File: config.mk
export PLATFORM = sky130hd
export DESIGN_NAME = ccr_charger_config_registers
export DESIGN_NICKNAME = d
export VERILOG_FILES = /design/src/rtl/ccr_pkg.sv /design/src/rtl/ccr_charger_config_registers.sv /design/src/rtl/ccr_setpoint_decode.sv
export SDC_FILE = /design/constraint.sdc
export NUM_CORES = 1
export LEC_CHECK = 0
export BUFFER_PORTS_ARGS = -buffer_cell sky130_fd_sc_hd__buf_2
export CAP_MARGIN = 20
export CORE_ASPECT_RATIO = 1.5
export CORE_MARGIN = 3
export CORE_UTILIZATION = 50
export CTS_CLUSTER_SIZE = 24
export DETAILED_ROUTE_END_ITERATION = 10
export PLACE_DENSITY_LB_ADDON = 0.3
export SYNTH_ARGS = -nofsm -noshare
export SYNTH_HDL_FRONTEND = slang
export SYNTH_SLANG_ARGS = --single-unit
File: constraint.sdc
create_clock -name clk -period 22.6 [get_ports clk]
set_input_delay 1.13 -clock clk [delete_from_list [all_inputs] [get_ports clk]]
set_output_delay 1.13 -clock clk [all_outputs]
set_load 0.03 [all_outputs]
File: src/rtl/ccr_pkg.sv
// Constants shared by the charger configuration register bank
`default_nettype none
package ccr_pkg;
	// ----------------------------------------------------------------
	// Bus and address
	// ----------------------------------------------------------------
	localparam int CCR_DW = 8;
	localparam logic [6:0] CCR_SLAVE_ADDR = 7'h6B;
	localparam logic [7:0] CCR_OFS_POWER_ON = 8'h01;
	localparam logic [7:0] CCR_OFS_CHARGE_CURRENT = 8'h02;
	localparam logic [7:0] CCR_OFS_PRE_TERM = 8'h03;
	localparam logic [7:0] CCR_OFS_CHARGE_VOLTAGE = 8'h04;
	// ----------------------------------------------------------------
	// Reset values
	// ----------------------------------------------------------------
	localparam logic [7:0] CCR_RST_POWER_ON = 8'h1B;
	localparam logic [7:0] CCR_RST_CHARGE_CURRENT = 8'h60;
	localparam logic [7:0] CCR_RST_PRE_TERM = 8'h11;
	localparam logic [7:0] CCR_RST_CHARGE_VOLTAGE = 8'hB2;
	// ----------------------------------------------------------------
	// Field positions
	// ----------------------------------------------------------------
	localparam int CCR_BIT_REG_RESET = 7;
	localparam int CCR_BIT_WDOG_KICK = 6;
	localparam int CCR_MODE_HI = 5;
	localparam int CCR_MODE_LO = 4;
	localparam int CCR_SYSMIN_HI = 3;
	localparam int CCR_SYSMIN_LO = 1;
	localparam int CCR_BIT_BOOST_SEL = 0;
	localparam int CCR_FCC_HI = 7;
	localparam int CCR_FCC_LO = 2;
	localparam int CCR_BIT_RESERVED = 1;
	localparam int CCR_BIT_FIFTH = 0;
	localparam int CCR_PRE_HI = 7;
	localparam int CCR_PRE_LO = 4;
	localparam int CCR_TERM_HI = 3;
	localparam int CCR_TERM_LO = 0;
	localparam int CCR_CVC_HI = 7;
	localparam int CCR_CVC_LO = 2;
	localparam int CCR_BIT_FAST_ENTRY = 1;
	localparam int CCR_BIT_RECHARGE = 0;
	// ----------------------------------------------------------------
	// Operating modes and code scaling
	// ----------------------------------------------------------------
	localparam logic [1:0] CCR_MODE_DISABLED = 2'h0;
	localparam logic [1:0] CCR_MODE_CHARGE = 2'h1;
	localparam logic [12:0] CCR_SYSMIN_BASE_MV = 13'h0BB8;
	localparam logic [12:0] CCR_SYSMIN_STEP_MV = 13'h0064;
	localparam logic [12:0] CCR_FCC_BASE_MA = 13'h0200;
	localparam logic [12:0] CCR_FCC_STEP_MA = 13'h0040;
	localparam logic [12:0] CCR_PRE_TERM_BASE_MA = 13'h0080;
	localparam logic [12:0] CCR_PRE_TERM_STEP_MA = 13'h0080;
	localparam logic [12:0] CCR_BOOST_LOW_MA = 13'h01F4;
	localparam logic [12:0] CCR_BOOST_HIGH_MA = 13'h0514;
	localparam logic [12:0] CCR_FIFTH_DIVISOR = 13'h0005;
endpackage
`default_nettype wire

File: src/rtl/ccr_charger_config_registers.sv
// Charger configuration register bank behind an I2C slave
`default_nettype none
// Summary of operation
// - Register-reset bit restores defaults, self-clears
// - Watchdog-kick bit restarts watchdog, self-clears
// - Mode field: disabled, charge, or boost
// - System minimum voltage: 3.0 V plus weights
// - Boost limit bit: 500 mA or 1.3 A
// - Power-on configuration resets to 0x1B
// - Fast-charge current: 512 mA plus weights
// - Override bit selects 20% of charge current
// - Charge current register resets to 0x60
// - Precharge/termination: 128 mA plus weights
// - Precharge/termination register resets to 0x11
// - Charge voltage register fields, resets 0xB2
// - Any data write to a mapped register enters host-managed operation
module ccr_charger_config_registers #(
	parameter logic [6:0] SLAVE_ADDR = ccr_pkg::CCR_SLAVE_ADDR
) (
	input wire logic clk,
	input wire logic rst_n,
	input wire logic scl,
	input wire logic sda_in,
	output logic sda_out,
	output logic sda_oe,
	input wire logic watchdog_expired,
	output logic host_mode,
	output logic watchdog_kick,
	output logic register_reset_pulse,
	output logic [1:0] operating_mode_select,
	output logic charge_enable,
	output logic boost_enable,
	output logic [2:0] minimum_system_voltage_code,
	output logic boost_current_limit_select,
	output logic [5:0] fast_charge_current_code,
	output logic current_override_fifth,
	output logic [3:0] precharge_current_code,
	output logic [3:0] termination_current_code,
	output logic [5:0] charge_voltage_code,
	output logic fast_charge_entry_threshold,
	output logic recharge_threshold_select,
	output logic [12:0] minimum_system_mv,
	output logic [12:0] boost_limit_ma,
	output logic [12:0] programmed_charge_ma,
	output logic [12:0] effective_charge_ma,
	output logic [12:0] precharge_ma,
	output logic [12:0] termination_ma
);
	import ccr_pkg::*;

	typedef enum logic [3:0] {
		st_idle, st_addr, st_addr_ack, st_ptr, st_ptr_ack,
		st_wdata, st_wdata_ack, st_rdata, st_rdata_ack, st_wait
	} ccr_state_t;

	// ----------------------------------------------------------------
	// Register storage and read mux
	// ----------------------------------------------------------------
	logic [7:0] power_on_configuration;
	logic [7:0] fast_charge_current;
	logic [7:0] precharge_termination_current;
	logic [7:0] charge_voltage_control;

	function automatic logic [7:0] ccr_read(input logic [7:0] idx, input logic [7:0] r1, input logic [7:0] r2,
		input logic [7:0] r3, input logic [7:0] r4);
		logic [7:0] v;
		v = 8'h00;
		if (idx == CCR_OFS_POWER_ON) begin
			v = r1;
		end else if (idx == CCR_OFS_CHARGE_CURRENT) begin
			v = r2;
		end else if (idx == CCR_OFS_PRE_TERM) begin
			v = r3;
		end else if (idx == CCR_OFS_CHARGE_VOLTAGE) begin
			v = r4;
		end
		return v;
	endfunction

	function automatic logic ccr_mapped(input logic [7:0] idx);
		return (idx >= CCR_OFS_POWER_ON) && (idx <= CCR_OFS_CHARGE_VOLTAGE);
	endfunction

	// ----------------------------------------------------------------
	// Line sampling and bus conditions
	// ----------------------------------------------------------------
	logic scl_q;
	logic sda_q;
	wire logic scl_rise = scl & ~scl_q;
	wire logic scl_fall = ~scl & scl_q;
	wire logic bus_start = scl & scl_q & sda_q & ~sda_in;
	wire logic bus_stop = scl & scl_q & ~sda_q & sda_in;

	// ----------------------------------------------------------------
	// Serial engine state
	// ----------------------------------------------------------------
	ccr_state_t state;
	ccr_state_t next_state;
	logic [2:0] bit_cnt;
	logic [2:0] next_bit_cnt;
	logic [7:0] shift;
	logic [7:0] next_shift;
	logic byte_full;
	logic next_byte_full;
	logic rw;
	logic next_rw;
	logic [7:0] ptr;
	logic [7:0] next_ptr;
	logic [7:0] tx;
	logic [7:0] next_tx;
	logic oe;
	logic next_oe;
	logic mack;
	logic next_mack;
	logic wr_en;

	wire logic [7:0] rx_byte = shift;
	wire logic [7:0] ptr_inc = ptr + 8'h01;
	wire logic [7:0] rd_cur = ccr_read(ptr, power_on_configuration, fast_charge_current,
		precharge_termination_current, charge_voltage_control);
	wire logic [7:0] rd_inc = ccr_read(ptr_inc, power_on_configuration, fast_charge_current,
		precharge_termination_current, charge_voltage_control);
	wire logic addr_hit = (rx_byte[7:1] == SLAVE_ADDR);

	always_comb begin
		next_state = state;
		next_bit_cnt = bit_cnt;
		next_shift = shift;
		next_byte_full = byte_full;
		next_rw = rw;
		next_ptr = ptr;
		next_tx = tx;
		next_oe = oe;
		next_mack = mack;
		wr_en = 1'b0;
		unique case (state)
			st_idle, st_wait: begin
				next_oe = 1'b0;
			end
			st_addr, st_ptr, st_wdata: begin
				if (scl_rise) begin
					next_shift = {shift[6:0], sda_in};
					next_bit_cnt = bit_cnt + 3'h1;
					next_byte_full = (bit_cnt == 3'h7);
				end else if (scl_fall && byte_full) begin
					next_byte_full = 1'b0;
					if (state == st_addr) begin
						next_rw = rx_byte[0];
						next_oe = addr_hit;
						next_state = addr_hit ? st_addr_ack : st_wait;
					end else if (state == st_ptr) begin
						// Unmapped pointer is refused with a NACK
						next_ptr = rx_byte;
						next_oe = ccr_mapped(rx_byte);
						next_state = ccr_mapped(rx_byte) ? st_ptr_ack : st_wait;
					end else begin
						wr_en = ccr_mapped(ptr);
						next_oe = ccr_mapped(ptr);
						next_state = ccr_mapped(ptr) ? st_wdata_ack : st_wait;
					end
				end
			end
			st_addr_ack: begin
				if (scl_fall) begin
					next_bit_cnt = 3'h0;
					if (rw) begin
						next_tx = rd_cur;
						next_oe = ~rd_cur[7];
						next_state = st_rdata;
					end else begin
						next_oe = 1'b0;
						next_state = st_ptr;
					end
				end
			end
			st_ptr_ack, st_wdata_ack: begin
				if (scl_fall) begin
					next_oe = 1'b0;
					next_bit_cnt = 3'h0;
					next_state = st_wdata;
					if (state == st_wdata_ack) begin
						next_ptr = ptr_inc;
					end
				end
			end
			st_rdata: begin
				if (scl_rise) begin
					next_bit_cnt = bit_cnt + 3'h1;
					next_byte_full = (bit_cnt == 3'h7);
				end else if (scl_fall) begin
					if (byte_full) begin
						next_byte_full = 1'b0;
						next_oe = 1'b0;
						next_state = st_rdata_ack;
					end else begin
						next_tx = {tx[6:0], 1'b0};
						next_oe = ~tx[6];
					end
				end
			end
			st_rdata_ack: begin
				if (scl_rise) begin
					next_mack = ~sda_in;
				end else if (scl_fall) begin
					next_bit_cnt = 3'h0;
					if (mack) begin
						// Multi-read walks forward through the map
						next_ptr = ptr_inc;
						next_tx = rd_inc;
						next_oe = ~rd_inc[7];
						next_state = st_rdata;
					end else begin
						next_oe = 1'b0;
						next_state = st_wait;
					end
				end
			end
		endcase
		if (bus_start) begin
			next_state = st_addr;
			next_bit_cnt = 3'h0;
			next_byte_full = 1'b0;
			next_oe = 1'b0;
		end else if (bus_stop) begin
			next_state = st_idle;
			next_oe = 1'b0;
		end
	end

	always_ff @(posedge clk) begin
		if (!rst_n) begin
			scl_q <= 1'b1;
			sda_q <= 1'b1;
			state <= st_idle;
			bit_cnt <= 3'h0;
			shift <= 8'h00;
			byte_full <= 1'b0;
			rw <= 1'b0;
			ptr <= 8'h00;
			tx <= 8'h00;
			oe <= 1'b0;
			mack <= 1'b0;
		end else begin
			scl_q <= scl;
			sda_q <= sda_in;
			state <= next_state;
			bit_cnt <= next_bit_cnt;
			shift <= next_shift;
			byte_full <= next_byte_full;
			rw <= next_rw;
			ptr <= next_ptr;
			tx <= next_tx;
			oe <= next_oe;
			mack <= next_mack;
		end
	end

	assign sda_out = 1'b0;
	assign sda_oe = oe;

	// ----------------------------------------------------------------
	// Register writes and command bits
	// ----------------------------------------------------------------
	wire logic wr_poc = wr_en && (ptr == CCR_OFS_POWER_ON);
	wire logic do_reg_reset = wr_poc && rx_byte[CCR_BIT_REG_RESET];
	wire logic do_kick = wr_poc && rx_byte[CCR_BIT_WDOG_KICK];
	// Command bits are never stored, so they read back as zero
	wire logic [7:0] poc_store = rx_byte & 8'h3F;

	always_ff @(posedge clk) begin
		if (!rst_n || do_reg_reset) begin
			power_on_configuration <= CCR_RST_POWER_ON;
			fast_charge_current <= CCR_RST_CHARGE_CURRENT;
			precharge_termination_current <= CCR_RST_PRE_TERM;
			charge_voltage_control <= CCR_RST_CHARGE_VOLTAGE;
		end else if (wr_en) begin
			if (wr_poc) begin
				power_on_configuration <= poc_store;
			end
			// Reserved bit is stored as written; the host keeps it zero
			if (ptr == CCR_OFS_CHARGE_CURRENT) begin
				fast_charge_current <= rx_byte;
			end
			if (ptr == CCR_OFS_PRE_TERM) begin
				precharge_termination_current <= rx_byte;
			end
			if (ptr == CCR_OFS_CHARGE_VOLTAGE) begin
				charge_voltage_control <= rx_byte;
			end
		end
	end

	// ----------------------------------------------------------------
	// Host-managed operation and command pulses
	// ----------------------------------------------------------------
	always_ff @(posedge clk) begin
		if (!rst_n) begin
			host_mode <= 1'b0;
			watchdog_kick <= 1'b0;
			register_reset_pulse <= 1'b0;
		end else begin
			// A write in the expiry cycle keeps host mode: set beats clear
			host_mode <= wr_en | (host_mode & ~watchdog_expired);
			watchdog_kick <= do_kick;
			register_reset_pulse <= do_reg_reset;
		end
	end

	// ----------------------------------------------------------------
	// Field outputs
	// ----------------------------------------------------------------
	assign operating_mode_select = power_on_configuration[CCR_MODE_HI:CCR_MODE_LO];
	assign charge_enable = (operating_mode_select == CCR_MODE_CHARGE);
	assign boost_enable = operating_mode_select[1];
	assign minimum_system_voltage_code = power_on_configuration[CCR_SYSMIN_HI:CCR_SYSMIN_LO];
	assign boost_current_limit_select = power_on_configuration[CCR_BIT_BOOST_SEL];
	assign fast_charge_current_code = fast_charge_current[CCR_FCC_HI:CCR_FCC_LO];
	assign current_override_fifth = fast_charge_current[CCR_BIT_FIFTH];
	assign precharge_current_code = precharge_termination_current[CCR_PRE_HI:CCR_PRE_LO];
	assign termination_current_code = precharge_termination_current[CCR_TERM_HI:CCR_TERM_LO];
	assign charge_voltage_code = charge_voltage_control[CCR_CVC_HI:CCR_CVC_LO];
	assign fast_charge_entry_threshold = charge_voltage_control[CCR_BIT_FAST_ENTRY];
	assign recharge_threshold_select = charge_voltage_control[CCR_BIT_RECHARGE];

	ccr_setpoint_decode u_decode (
		.clk(clk),
		.rst_n(rst_n),
		.minimum_system_voltage_code(minimum_system_voltage_code),
		.boost_current_limit_select(boost_current_limit_select),
		.fast_charge_current_code(fast_charge_current_code),
		.current_override_fifth(current_override_fifth),
		.precharge_current_code(precharge_current_code),
		.termination_current_code(termination_current_code),
		.minimum_system_mv(minimum_system_mv),
		.boost_limit_ma(boost_limit_ma),
		.programmed_charge_ma(programmed_charge_ma),
		.effective_charge_ma(effective_charge_ma),
		.precharge_ma(precharge_ma),
		.termination_ma(termination_ma)
	);
endmodule
`default_nettype wire

File: src/rtl/ccr_setpoint_decode.sv
// Turns the stored codes into physical setpoints for the analog side
`default_nettype none
module ccr_setpoint_decode (
	input wire logic clk,
	input wire logic rst_n,
	input wire logic [2:0] minimum_system_voltage_code,
	input wire logic boost_current_limit_select,
	input wire logic [5:0] fast_charge_current_code,
	input wire logic current_override_fifth,
	input wire logic [3:0] precharge_current_code,
	input wire logic [3:0] termination_current_code,
	output logic [12:0] minimum_system_mv,
	output logic [12:0] boost_limit_ma,
	output logic [12:0] programmed_charge_ma,
	output logic [12:0] effective_charge_ma,
	output logic [12:0] precharge_ma,
	output logic [12:0] termination_ma
);
	import ccr_pkg::*;
	// ----------------------------------------------------------------
	// Offset plus binary weights, plus the boost limit select and the fifth divide
	// ----------------------------------------------------------------
	wire logic [12:0] sysmin_mv = CCR_SYSMIN_BASE_MV + 13'({10'h000, minimum_system_voltage_code} * CCR_SYSMIN_STEP_MV);
	wire logic [12:0] boost_ma = boost_current_limit_select ? CCR_BOOST_HIGH_MA : CCR_BOOST_LOW_MA;
	wire logic [12:0] fcc_ma = CCR_FCC_BASE_MA + 13'({7'h00, fast_charge_current_code} * CCR_FCC_STEP_MA);
	// Constant divide truncates the fifth down to whole mA; a shift-add would drift
	wire logic [12:0] fcc_fifth_ma = fcc_ma / CCR_FIFTH_DIVISOR;
	wire logic [12:0] fcc_eff_ma = current_override_fifth ? fcc_fifth_ma : fcc_ma;
	wire logic [12:0] pre_ma = CCR_PRE_TERM_BASE_MA + 13'({9'h000, precharge_current_code} * CCR_PRE_TERM_STEP_MA);
	wire logic [12:0] term_ma = CCR_PRE_TERM_BASE_MA + 13'({9'h000, termination_current_code} * CCR_PRE_TERM_STEP_MA);

	// ----------------------------------------------------------------
	// Registered setpoints
	// ----------------------------------------------------------------
	always_ff @(posedge clk) begin
		if (!rst_n) begin
			minimum_system_mv <= 13'h0000;
			boost_limit_ma <= 13'h0000;
			programmed_charge_ma <= 13'h0000;
			effective_charge_ma <= 13'h0000;
			precharge_ma <= 13'h0000;
			termination_ma <= 13'h0000;
		end else begin
			minimum_system_mv <= sysmin_mv;
			boost_limit_ma <= boost_ma;
			programmed_charge_ma <= fcc_ma;
			effective_charge_ma <= fcc_eff_ma;
			precharge_ma <= pre_ma;
			termination_ma <= term_ma;
		end
	end
endmodule
`default_nettype wire
Yosys cells after proc, flatten, opt, wreduce, memory -nomap -nowiden
Index checks and enable logic that the tools add are counted.

Eq/ne operators: 47. $lt $le $gt $ge: 4. Div/mod/pow operators: 1. Add/sub/neg operators: 6. $mul: 1. Reduce and logical (&&, ||, !) cells: 36. Bitwise logic cells: 19. Muxes and demuxes: 75.

Operators with widths (count): 2-to-1 mux 8 bit (17); 2-to-1 mux 4 bit (15); 2-to-1 mux 7 bit (8); != test 4 bit (second input constant) (9); equality test 8 x 2 -> 1 bit (second input constant) (4); != test 2 bit (second input constant) (15); AND reduction 10 bit (3); adder 8 x 11 -> 12 bit (first input constant) (2); case mux 8 bit (3 select lines) (1); 2-to-1 mux 1 bit (23); case mux 7 bit (3 select lines) (1); case mux 4 bit (5 select lines) (1); equality test 4 x 3 -> 1 bit (second input constant) (4); equality test 8 x 1 -> 1 bit (second input constant) (2); equality test 8 x 3 -> 1 bit (second input constant) (2); >= comparator 8 x 1 -> 1 bit (second input constant) (2); less-or-equal comparator 8 x 3 -> 1 bit (second input constant) (2); adder 10 x 12 -> 13 bit (first input constant) (1); adder 12 x 10 -> 13 bit (first input constant) (1); divider 13 x 3 -> 13 bit (second input constant) (1); 2-to-1 mux 13 bit (1); 2-to-1 mux 3 bit (4); AND reduction 2 bit (6); 2-to-1 mux 11 bit (1); other kinds (32) (63).

Word-level logic and storage cells: 214. Output and inout bits: 114. Input bits: 5. Register bits after elaboration: 147.

Depth between registers and ports, before layout
Depth in word-level cells: 11. Depth in mapped cells: 40. Mapped depth without buffers: 36.

By module
From an unflattened synthesis, not the netlist that was laid out.

Cells, all modules: 1066. Area, all modules: 8360.5 µm².

By module, submodules not included: ccr_charger_config_registers (area each 4415.5 µm², cells an instance 576, sequential area each 1381.3 µm², times used 1); ccr_setpoint_decode (area each 3945.0 µm², cells an instance 490, sequential area each 840.8 µm², times used 1).

Worst setup path after synthesis
OpenSTA, ideal clock, no wires.

Kind: register to register. Start: register fast_charge_current[5]. End: register u_decode.effective_charge_ma[0]. Arrival: 8408 ps. Period minus slack after synthesis: 8535 ps. Slack: 14065 ps. Setup time: 127 ps. Cell stages (with the launch flop): 40. Cell sequence: dfxtp_1 buf_2 inv_1 ha_1 buf_2 or4_4 a311o_1 a32o_1 and2_4 buf_2 a221oi_1 o22ai_1 ha_1 inv_1 a2111oi_1 a211oi_2 nand3_1 and2_1 [4 not listed] clkbuf_1 inv_1 nand2b_1 a211oi_1 nand2_1 ha_1 and2_1 o32ai_1 o211ai_1 a21oi_1 o2111ai_4 ha_1 inv_1 nor2_1 mux2_4 a211oi_1 a21o_1 a31oi_1.

Cells in the longest elaborated chain, start to end: 3.

RTL lines: from (decl) (RTL line ccr_charger_config_registers.sv:60) `logic [7:0] fast_charge_current;`; from (signal assigned) (RTL line ccr_charger_config_registers.sv:282) `fast_charge_current <= rx_byte;`; adder 10 x 12 -> 13 bit (RTL line ccr_setpoint_decode.sv:25) `wire logic [12:0] fcc_ma = CCR_FCC_BASE_MA + 13'({7'h00, fast_charge_current_code} * CCR_FCC_STEP_MA);`; via u_decode.fcc_ma[9] (RTL line ccr_setpoint_decode.sv:25); divider 13 x 3 -> 13 bit (RTL line ccr_setpoint_decode.sv:27) `wire logic [12:0] fcc_fifth_ma = fcc_ma / CCR_FIFTH_DIVISOR;`; 2-to-1 mux 13 bit (RTL line ccr_setpoint_decode.sv:28) `wire logic [12:0] fcc_eff_ma = current_override_fifth ? fcc_fifth_ma : fcc_ma;`; to (signal assigned) (RTL line ccr_setpoint_decode.sv:47) `effective_charge_ma <= fcc_eff_ma;`; to (decl) (RTL line ccr_setpoint_decode.sv:15) `output logic [12:0] effective_charge_ma,`.

The timed path passes the listed nets, and every way through them passes these cells. A chain may end at the register's enable or synchronous reset.

Final worst setup path
Same ends and word-level chain as after synthesis.

==> impl_metrics.json <==
{
  "status": "completed",
  "postCtsResizedCells": 0,
  "synthCells": 1022,
  "portBuffers": 86,
  "synth_cell_types": 106,
  "powerDensity_mw_per_mm2": 54.5,
  "routed_wirelength_um": 24100,
  "placed_cells": 1239,
  "design_area_mm2": 0.00848,
  "ios": 119,
  "placed_area_mm2": 0.00818,
  "ant_nets": 0,
  "finalHoldViolCount": 0,
  "die_w_um": 109,
  "synth-compound-area-share_pct": 27.2,
  "finalNonFillerCells": 1255,
  "synthAdderAreaFrac_pct": 5.20,
  "min_path_type": "flip-flop to flip-flop",
  "clock_sinks": 111,
  "clock_latency_ns": 0.35,
  "syn_to_final_growth_pct": 6.84,
  "cts_buffer_depth": 2,
  "ys_warn_count": 0,
  "cts_tree": "built",
  "fin_setup_tns_ns": 0,
  "vias_per_cell": 6.21,
  "antenna_found_initial": 0,
  "ys_async_sr_fraction_pct": 0,
  "synth-main-ff-cell": "dfxtp_1",
  "synth-simple-area-share_pct": 23.7,
  "drc": 0,
  "maxSlewHeadroom_pct": 29.3,
  "synth_area_mm2": 0.00794,
  "max_cap_viol_count": 0,
  "core.rowCount": 55,
  "final.period_utilization_pct": 47.3,
  "dp_hpwl_um": 17600,
  "critPathMaxStageDelay_ns": 0.77,
  "ctsHoldBuffers": 0,
  "die_area_mm2": 0.0175,
  "postCtsSetupBuffers": 0,
  "muxShareOfSynthArea_pct": 3.74,
  "synth_top_area_cell": "dfxtp_1",
  "setup_viol": 0,
  "synth_top_family_by_area": "compound AO/OA/AOI/OAI gates",
  "cp_slowest_cell": "dfxtp_1",
  "synth_area_leaders": "dfxtp_1, nor2_1, ha_1",
  "finish.utilization_pct": 55.3,
  "rsz0062_at_grt": "no",
  "synth_edf_count": 0,
  "initial_core_util_pct": 51.7,
  "grt-ovfl-total": 0,
  "slew_viol_final": 0,
  "seq_area_frac_synth_pct": 28.0,
  "place.gp.congestion": 1.02,
  "n_antenna_cell": 0,
  "grt_max_degree": 51,
  "pre_cts_slack_ns": 12.27,
  "core_mm2": 0.0153,
  "end_kind": "flip-flop",
  "path_class": "flip-flop to flip-flop",
  "fmax_mhz": 93.5,
  "synth-xor-area-share_pct": 2.84,
  "ys_ff_latch": 111,
  "drt_iter0_drc": 554,
  "arrival_ns": 10.93,
  "grt_pass1_wl_um": 37800,
  "die_h_um": 160,
  "synth_top_area_share_pct": 28.0,
  "cts_root_buffer": "clkbuf_16",
  "worstSetupStartpointType": "flip-flop",
  "vias": 7798,
  "wire_per_inst_um": 19.2,
  "synth.avg_cell_area_um2": 7.77,
  "drive_gt1_share_pct": 14.3,
  "clk_pin_slew_worst_paths_ns": 0.07,
  "htreeDepth": 3,
  "cpMostUsedCell": "ha_1",
  "first_pass_iters": 5,
  "peakVddDrop_mv": 0.0386,
  "p_leak_nw": 3.58,
  "crit_required_ns": 22.83,
  "fin_crit_ns": 10.69,
  "crit_fanout": 21,
  "grt_pass1_vias": 7218,
  "tightest_slew_ns": 1.06,
  "nNetsFinal": 1089,
  "cts_buffers": 9,
  "setup_ws_ns": 11.91,
  "grt_use_total_pct": 27.2,
  "skew_ns": 0.00564
}
-- layout make-up --
type	instances	area (um^2)
Fill cell	1505	6870
Clock buffer	12	246
Sequential cell	111	2220
Tap cell	199	249
Inverter	32	120
Multi-Input combinational cell	802	5090
Clock inverter	4	53.8
Timing Repair Buffer	95	495
-- layout by cell type, fill, tap and decap left out, types with 12 or more instances in the layout --
| cell | instances |
|---|---|
| conb_1 | 32 |
| buf_2 | 87 |
| a31oi_1 | 12 |
| nor3_1 | 15 |
| a211oi_1 | 16 |
| o21ai_0 | 56 |
| dfxtp_1 | 111 |
| a21oi_1 | 76 |
| xnor2_1 | 12 |
| nor2_1 | 130 |
| ha_1 | 33 |
| and3_1 | 12 |
| nand3_1 | 40 |
| inv_1 | 29 |
| nand2_1 | 96 |
| mux2i_1 | 27 |
| and2_1 | 16 |
-- sequential cells by signal, summed over array words and instances, names as in the netlist, 5 cells and up --
name,count
u_decode.effective_charge_ma,13
u_decode.minimum_system_mv,9
charge_voltage_control,8
fast_charge_current,8
precharge_termination_current,8
ptr,8
rx_byte,8
tx,7
u_decode.programmed_charge_ma,7
power_on_configuration,6
u_decode.precharge_ma,5
u_decode.termination_ma,5
-- cells in the mapped netlist (10+ instances only) --
library cell    n
nor2_1        130
dfxtp_1       111
nand2_1        96
a21oi_1        76
o21ai_0        56
clkbuf_1       50
buf_4          49
nand3_1        40
ha_1           33
inv_1          29
mux2i_1        27
a211oi_1       16
and2_1         16
nor3_1         15
a31oi_1        12
and3_1         12
xnor2_1        12
o211ai_1       10
-- power breakdown --
part	internal, mW	switching (mW)	leakage [nW]	total [mW]
Clock	0.0897	0.0762	0.139	0.166
Sequential	0.203	0.00997	0.901	0.213
Combinational	0.0236	0.0600	2.54	0.0836
-- cell families (layout without fill, tap and decap cells) --
kind of cell / after synthesis / after routing
flip-flops: 111 / 111
multiplexers: 29 / 29
adder cells (fa/ha/maj): 33 / 33
other: 1 / 32
AO/OA/AOI/OAI: 301 / 301
AND/OR/NAND/NOR: 386 / 386
XOR/XNOR: 21 / 21
buffers and inverters: 140 / 143
-- per-stage QoR --
stage / total power [mW] / hold WS, ns
after global routing: 0.481 / 0.495
after floorplan: 0.286 / 0.436
after CTS: 0.463 / 0.470
after global placement: 0.299 / 0.443
final: 0.462 / 0.462
after detailed placement: 0.299 / 0.460
-- path summary, 6_finish.rpt --
check                                         end  depth (start not counted)  slack, ns                   start
setup reg to reg  u_decode.effective_charge_ma[0]                         35      11.91  fast_charge_current[5]
hold / removal                         bit_cnt[1]                          2       0.46              bit_cnt[1]
setup / recovery  u_decode.effective_charge_ma[0]                         35      11.91  fast_charge_current[5]
hold reg to reg                        bit_cnt[1]                          2       0.46              bit_cnt[1]
-- worst max-delay path, delay by kind of cell (launching register included) --
kind | cells | cell delay (ns)
multiplexers | 1 | 0.26
buffers and inverters | 4 | 0.69
adder cells (fa/ha/maj) | 6 | 2.36
AND/OR/NAND/NOR | 8 | 1.85
AO/OA/AOI/OAI | 16 | 4.65
flip-flops | 1 | 0.77
-- per-layer routing --
| metal | up-vias | share of wire, % | global-route usage [%] |
|---|---|---|---|
| li1 | 3695 | - | - |
| met1 | 3726 | 38 | 31.3 |
| met2 | 294 | 52 | 48.4 |
| met3 | 83 | 5.0 | 3.06 |
| met4 | 0 | 5.1 | 13.7 |
| met5 | - | 0 | 0 |
No activity file was read; power rests on OpenSTA's default activity.
